## config.mk

```make
export PLATFORM = sky130hd
export DESIGN_NAME = fault_interrupt_enable_bank
export DESIGN_NICKNAME = d
export VERILOG_FILES = /design/src/rtl/fault_irq_pkg.sv /design/src/rtl/fault_interrupt_enable_bank.sv /design/src/rtl/enable_reg.sv
export SDC_FILE = /design/constraint.sdc
export NUM_CORES = 1
export LEC_CHECK = 0
export BUFFER_PORTS_ARGS = -buffer_cell sky130_fd_sc_hd__buf_2
export CORE_ASPECT_RATIO = 0.9
export CORE_MARGIN = 8
export CORE_UTILIZATION = 25
export DETAILED_ROUTE_END_ITERATION = 8
export GPL_ROUTABILITY_DRIVEN = 0
export SLEW_MARGIN = 10
export SYNTH_ARGS = -nofsm -noshare
export SYNTH_HDL_FRONTEND = slang
export SYNTH_SLANG_ARGS = --single-unit
```

## constraint.sdc

```tcl
create_clock -name clock -period 2.02 [get_ports clock]
set_input_delay 0.202 -clock clock [delete_from_list [all_inputs] [get_ports clock]]
set_output_delay 0.202 -clock clock [all_outputs]
set_load 0.02 [all_outputs]
```

## src/rtl/fault_irq_pkg.sv

```systemverilog
// Contract
// Each enable field is two bits and reads 0h when disabled and 2h when enabled.
// Writing 1h to an enable field disables that source and writing 3h enables it.
// Writing 0h or 2h to an enable field leaves its state unchanged.
// The primary register at 50h resets to A02Ah with global, boost, thermal and supply fields.
// The second register at 52h resets to 80h with the string open/short enable in bits 7-6.
// Third register bits 15-8 hold boost sync, input overcurrent, pump cap and pump fault enables.
// Third register bits 7-0 hold resistor, string config, input overvolt and undervolt enables.
// After reset the third register shows input overcurrent, overvolt and undervolt enabled.
// Reserved bits are plain read/write storage that reset to zero and do nothing.
// The third register sits at offset 4Eh and resets to 200Ah.
// A latched fault clears only when the host writes one to its status and clear bits together.
// A latched fault drives the interrupt only while its own enable and the global enable are on.
package fault_irq_pkg;
  localparam logic [7:0] PRIMARY_OFFSET = 8'h50;
  localparam logic [7:0] LED_OFFSET = 8'h52;
  localparam logic [7:0] SUPPLY_OFFSET = 8'h4E;
  localparam logic [15:0] PRIMARY_RESET = 16'hA02A;
  localparam logic [15:0] LED_RESET = 16'h0080;
  localparam logic [15:0] SUPPLY_RESET = 16'h200A;
  // Field codes
  localparam logic [1:0] CODE_DIS_READ = 2'h0;
  localparam logic [1:0] CODE_DISABLE = 2'h1;
  localparam logic [1:0] CODE_EN_READ = 2'h2;
  localparam logic [1:0] CODE_ENABLE = 2'h3;
  // Primary register field positions (low bit of each field)
  localparam int GLOBAL_POS = 14;
  localparam int BOOST_OVH_POS = 12;
  localparam int TEMP_POS = 10;
  localparam int BOOST_OVL_POS = 6;
  localparam int BOOST_OC_POS = 4;
  localparam int CORE_LOCKOUT_POS = 2;
  localparam int THERMAL_POS = 0;
  // Second register
  localparam int STRING_OS_POS = 6;
  // Third register
  localparam int BOOST_SYNC_POS = 14;
  localparam int INPUT_OC_POS = 12;
  localparam int PUMP_CAP_POS = 10;
  localparam int PUMP_FAULT_POS = 8;
  localparam int FREQ_RES_POS = 6;
  localparam int BAD_STRING_POS = 4;
  localparam int INPUT_OV_POS = 2;
  localparam int INPUT_UV_POS = 0;
  // Field masks: fields are command-coded, the rest plain storage
  localparam logic [15:0] PRIMARY_FIELDS = 16'hFCFF;
  localparam logic [15:0] LED_FIELDS = 16'h00C0;
  localparam logic [15:0] SUPPLY_FIELDS = 16'hFFFF;
  localparam int FAULT_COUNT = 15;
endpackage

```

## src/rtl/fault_interrupt_enable_bank.sv

```systemverilog
`timescale 1ns/1ps
module fault_interrupt_enable_bank (
  // Clock and reset
  input wire logic clock,
  input wire logic reset,
  // Register port from the serial interface
  input wire logic reg_wr,
  input wire logic reg_rd,
  input wire logic [7:0] reg_addr,
  input wire logic [15:0] reg_wdata,
  output logic [15:0] reg_rdata,
  output logic reg_rvalid,
  // Latched faults from the status side
  input wire logic [fault_irq_pkg::FAULT_COUNT-1:0] fault_latched,
  // Interrupt request
  output logic irq
);
  import fault_irq_pkg::*;

  // ----------------------------------------
  // Address decode
  // ----------------------------------------
  wire logic sel_primary = reg_addr == PRIMARY_OFFSET;
  wire logic sel_led = reg_addr == LED_OFFSET;
  wire logic sel_supply = reg_addr == SUPPLY_OFFSET;
  wire logic [15:0] primary_value;
  wire logic [15:0] led_value;
  wire logic [15:0] supply_value;

  // ----------------------------------------
  // Registers
  // ----------------------------------------
  enable_reg #(.RESET_VALUE(PRIMARY_RESET), .FIELD_MASK(PRIMARY_FIELDS)) u_primary (
    .clock(clock),
    .reset(reset),
    .wr_en(reg_wr && sel_primary),
    .wr_data(reg_wdata),
    .value(primary_value)
  );

  enable_reg #(.RESET_VALUE(LED_RESET), .FIELD_MASK(LED_FIELDS)) u_led (
    .clock(clock),
    .reset(reset),
    .wr_en(reg_wr && sel_led),
    .wr_data(reg_wdata),
    .value(led_value)
  );

  enable_reg #(.RESET_VALUE(SUPPLY_RESET), .FIELD_MASK(SUPPLY_FIELDS)) u_supply (
    .clock(clock),
    .reset(reset),
    .wr_en(reg_wr && sel_supply),
    .wr_data(reg_wdata),
    .value(supply_value)
  );

  // ----------------------------------------
  // Read path
  // ----------------------------------------
  wire logic [15:0] rd_mux = sel_primary ? primary_value :
      sel_led ? led_value :
      sel_supply ? supply_value : 16'h0000;

  logic [15:0] reg_rdata_r;
  logic reg_rvalid_r;
  always_ff @(posedge clock) begin
    if (reset) begin
      reg_rdata_r <= 16'h0000;
      reg_rvalid_r <= 1'b0;
    end else begin
      reg_rdata_r <= reg_rd ? rd_mux : reg_rdata_r;
      reg_rvalid_r <= reg_rd;
    end
  end
  assign reg_rdata = reg_rdata_r;
  assign reg_rvalid = reg_rvalid_r;

  // ----------------------------------------
  // Enable fields by source
  // ----------------------------------------
  // A field is on while it reads 2h
  function automatic logic is_on(input logic [1:0] f);
    return f[1];
  endfunction

  // Primary register
  wire logic global_en = is_on(primary_value[GLOBAL_POS+:2]);
  wire logic boost_overvolt_high_en = is_on(primary_value[BOOST_OVH_POS+:2]);
  wire logic temperature_en = is_on(primary_value[TEMP_POS+:2]);
  wire logic boost_overvolt_low_en = is_on(primary_value[BOOST_OVL_POS+:2]);
  wire logic boost_overcurrent_en = is_on(primary_value[BOOST_OC_POS+:2]);
  wire logic core_supply_lockout_en = is_on(primary_value[CORE_LOCKOUT_POS+:2]);
  wire logic thermal_shutdown_en = is_on(primary_value[THERMAL_POS+:2]);
  // Second register
  wire logic string_open_short_en = is_on(led_value[STRING_OS_POS+:2]);
  // Third register
  wire logic boost_sync_missing_en = is_on(supply_value[BOOST_SYNC_POS+:2]);
  wire logic input_overcurrent_en = is_on(supply_value[INPUT_OC_POS+:2]);
  wire logic pump_cap_missing_en = is_on(supply_value[PUMP_CAP_POS+:2]);
  wire logic pump_fault_en = is_on(supply_value[PUMP_FAULT_POS+:2]);
  wire logic freq_resistor_missing_en = is_on(supply_value[FREQ_RES_POS+:2]);
  wire logic bad_string_config_en = is_on(supply_value[BAD_STRING_POS+:2]);
  wire logic input_overvolt_en = is_on(supply_value[INPUT_OV_POS+:2]);
  wire logic input_undervolt_en = is_on(supply_value[INPUT_UV_POS+:2]);

  // ----------------------------------------
  // Interrupt gating
  // ----------------------------------------
  // One enable per fault_latched bit, highest bit first
  wire logic [FAULT_COUNT-1:0] source_en = {
    boost_overvolt_high_en,
    temperature_en,
    boost_overvolt_low_en,
    boost_overcurrent_en,
    core_supply_lockout_en,
    thermal_shutdown_en,
    string_open_short_en,
    boost_sync_missing_en,
    input_overcurrent_en,
    pump_cap_missing_en,
    pump_fault_en,
    freq_resistor_missing_en,
    bad_string_config_en,
    input_overvolt_en,
    input_undervolt_en
  };
  wire logic [FAULT_COUNT-1:0] fault_gated;

  genvar s;
  generate
    for (s = 0; s < FAULT_COUNT; s++) begin : g_gate
      assign fault_gated[s] = fault_latched[s] && source_en[s];
    end
  endgenerate

  // A fault cleared on the status side drops out here on the next edge
  wire logic irq_nxt = global_en && (|fault_gated);

  logic irq_r;
  always_ff @(posedge clock) begin
    if (reset) begin
      irq_r <= 1'b0;
    end else begin
      irq_r <= irq_nxt;
    end
  end
  assign irq = irq_r;
endmodule // fault_interrupt_enable_bank

```

## src/rtl/enable_reg.sv

```systemverilog
`timescale 1ns/1ps
module enable_reg #(
  parameter logic [15:0] RESET_VALUE = 16'h0000,
  parameter logic [15:0] FIELD_MASK = 16'h0000
) (
  // Clock and reset
  input wire logic clock,
  input wire logic reset,
  // Write port
  input wire logic wr_en,
  input wire logic [15:0] wr_data,
  // Stored value
  output logic [15:0] value
);
  import fault_irq_pkg::*;

  logic [15:0] value_r;
  logic [15:0] value_nxt;

  // Apply one field's command code
  function automatic logic [1:0] field_next(input logic [1:0] cur, input logic [1:0] code);
    logic [1:0] res;
    res = cur;
    if (code == CODE_DISABLE) begin
      res = CODE_DIS_READ;
    end else if (code == CODE_ENABLE) begin
      res = CODE_EN_READ;
    end
    // 0h and 2h keep the state
    return res;
  endfunction

  genvar g;
  generate
    for (g = 0; g < 8; g++) begin : g_field
      localparam int LO = 2 * g;
      wire logic is_field = FIELD_MASK[LO];
      wire logic [1:0] coded = field_next(value_r[LO+1:LO], wr_data[LO+1:LO]);
      assign value_nxt[LO+1:LO] = !wr_en ? value_r[LO+1:LO] :
          (is_field ? coded : wr_data[LO+1:LO]);
    end
  endgenerate

  always_ff @(posedge clock) begin
    if (reset) begin
      value_r <= RESET_VALUE;
    end else begin
      value_r <= value_nxt;
    end
  end

  assign value = value_r;
endmodule // enable_reg

```

==> flow_metrics.py <==
metrics = {
    "clocking": {
        "cts-buffers-inserted": 5,
        "root_buffer": "clkbuf_8",
        "cts_hold_buf": 0,
        "worstSkewPairLatency_ps": 300,
        "htreeDepth": 2,
        "cts_sinks": 49,
        "path_clk_slew_ps": 100,
        "cts_tree": "yes",
        "cts_resized": 0,
        "cts_setup_buffers": 0,
        "cts_buffer_depth": 2,
    },
    "logic_synthesis": {
        "yosys-top-cells-area": "dfxtp_1 (41%), nand2b_1 (8.3%), mux2i_1 (7.0%), a32o_1 (5.4%), nand4_1 (4.7%)",
        "syn_area_mm2": 0.00241,
        "synth-async-reset-ratio_pct": 0,
        "synth_cell_types": 38,
        "synth_edf_count": 0,
        "syn-mean-instance-area_um2": 9.51,
        "synthTopCellsByCount": "dfxtp_1 (49), nand2b_1 (32), nand4_1 (18)",
        "yosysWarnings": 0,
        "synth_top_area_cell": "dfxtp_1",
        "synthesis.nets": 297,
        "ys_seq_area_share_pct": 40.6,
        "ys.flop_type": "dfxtp_1",
        "yosysMostFrequentCell": "dfxtp_1",
        "ys_ff_latch": 49,
        "synth_cells": 254,
        "synth_top_area_share_pct": 40.6,
    },
    "route": {
        "wirelength_mm": 7.67,
        "via_per_inst": 5.10,
        "drt_pass1_iterations": 4,
        "ant_nets": 0,
        "drc": 0,
        "wl_per_cell_um": 17.6,
        "drt_iter0_drc": 122,
        "vias": 2219,
    },
    "critical_path": {
        "critPathSlowestCell": "or4b_1",
        "end_kind": "flop",
        "max_stage_delay_ps": 710,
        "r2r_setup_slack_ps": 910,
        "start_kind": "primary input",
        "r2r_cells": 3,
        "path_class": "primary input to flop",
        "r2r-start": "u_primary.value[7]",
        "crit_fanout": 6,
        "cp_top_family": "simple AND/OR/NAND/NOR gates",
        "reg2reg_to": "reg_rdata[7]",
        "cp.required_ps": 2250,
        "crit_chain": "buf_2 > or4b_1 > nor3_4 > mux2i_1",
        "crit_buf_inv": 1,
        "arrival_ps": 1700,
    },
    "power": {
        "power.density_mw_per_mm2": 604,
        "swShare_pct": 26.2,
        "p_clk_share_pct": 35.0,
        "ir_drop_v": 0.000313,
        "pwr-share-seq_pct": 54.0,
        "p_leak_uw": 0.00120,
        "internal-power_uw": 1320,
        "p_comb_share_pct": 11.0,
        "power_switching_uw": 469,
    },
    "status": {
        "status": "completed",
    },
    "placed_design": {
        "dp_hpwl_mm": 5.60,
        "post-place-cells": 427,
        "placed_area_mm2": 0.00287,
        "dpl_worst_slack_ps": 212,
        "io_buffers": 59,
    },
    "cells_and_area": {
        "utilization_pct": 31.1,
        "antenna_cells": 0,
        "fin_area_mm2": 0.00297,
        "drive_above_1_share_pct": 28.8,
        "multi_input_area_mm2": 0.00131,
        "regArea_um2": 981,
        "fill_cells": 1036,
        "layout.cells.non_filler": 435,
        "syn2layout_area_growth_pct": 22.9,
        "fin_nets": 351,
    },
    "timing": {
        "max_slew_margin_pct": 49.4,
        "finalCritPeriodShare_pct": 72.7,
        "setup_ws_ps": 551,
        "setup_viol": 0,
        "worst_pin_slew_ps": 756,
        "maxSlewViolCount": 0,
        "fmax_mhz": 681,
        "setup-tns-final_ps": 0,
        "rsz0062_at_grt": "false",
        "period_needed_ps": 1470,
        "finalClockSkew_ps": 4.10,
        "hold_viol_final": 0,
    },
    "floorplan": {
        "dieArea_mm2": 0.0131,
        "initial_core_util_pct": 25.3,
        "ioPinCount": 61,
        "core_area_mm2": 0.00953,
        "die_h_um": 109,
        "die_w_um": 120,
        "rows": 34,
    },
    "job": {
        "cap_violations": 0,
    },
    "global_routing": {
        "grt_pass1_wl_mm": 12.1,
        "overflow": 0,
        "antenna_found_initial": 0,
        "grt_max_degree": 35,
        "grt_pass1_vias": 2233,
        "grt.total_usage_pct": 11.6,
    },
    "worst_hold_path": {
        "hold_path_end": "u_primary.value[15]",
        "holdPathStages": 2,
        "worst_hold_path_type": "primary input to flop",
        "min_from": "reg_wdata[15]",
    },
}
state kept, by name (all words and copies together) (netlist names):
name	flops
reg_rvalid	1
u_primary.value	9
reg_rdata	15
u_led.value	15
irq	1
u_supply.value	8
metal layers:
metal | track usage (%) | routed length [um] | up-vias
met5 | 0 | 0 | -
met4 | 2.05 | 24 | 0
met3 | 3.31 | 345 | 2
met2 | 18.1 | 3550 | 56
met1 | 15.9 | 3760 | 1089
li1 | - | - | 1072
through the flow:
step / total power [uW] / hold slack (ps)
final: 1790 / 154
after global routing: 1880 / 152
after CTS: 1810 / 150
after detailed placement: 1190 / 455
after global placement: 1190 / 452
after floorplan: 1090 / 281
power groups by stage:
stage               logic [uW]  clock network [uW]  registers (uW)
global route               213                 699             970
CTS                        196                 646             970
floorplan                 94.1                   0             995
finish                     197                 628             969
detailed placement         196                   0             992
global placement           194                   0             992
kinds of logic (layout without fill, tap and decap cells):
kind of cell / after synthesis / in the layout / synth area share (%)
AO/OA/AOI/OAI: 61 / 61 / 20.0
AND/OR/NAND/NOR: 91 / 91 / 24.9
multiplexers: 21 / 21 / 8.91
buffers and inverters: 31 / 86 / 5.44
flip-flops: 49 / 49 / 40.6
other: 1 / 1 / 0.155
cell usage in the layout (no fill, tap or decap), drive strengths merged, types with 2 or more instances in the layout:
master	instances
a21oi	16
a22o	4
a22oi	4
a311o	6
a32o	13
a41oi	6
and2	2
and3	7
buf	71
clkbuf	6
clkinv	3
dfxtp	49
inv	6
mux2	4
mux2i	17
nand2	3
nand2b	32
nand3	9
nand4	18
nor2	7
nor4	2
o31ai	9
or3	2
final cells by class:
cell class	count	area share (%)
clock buffer	6	2.78
timing repair buffer	71	13.4
multi-input combinational	174	44.1
sequential	49	33.1
inverter	7	0.885
tap	126	5.31
clock inverter	2	0.464
worst max path at each step:
stage          cells after the start         from  slack (ps)         endpoint
3_5_place_dp                       4  reg_addr[2]         210   u_led.value[5]
3_3_place_gp                       4  reg_addr[2]         270     reg_rdata[9]
4_1_cts                            4  reg_addr[2]         540   u_led.value[5]
6_report                           4  reg_addr[2]         550   u_led.value[5]
2_1_floorplan                      4  reg_addr[2]         510    reg_rdata[11]
5_1_grt                            5  reg_addr[2]         500  u_led.value[13]
Note: power is estimated with default switching activity, not from simulation.
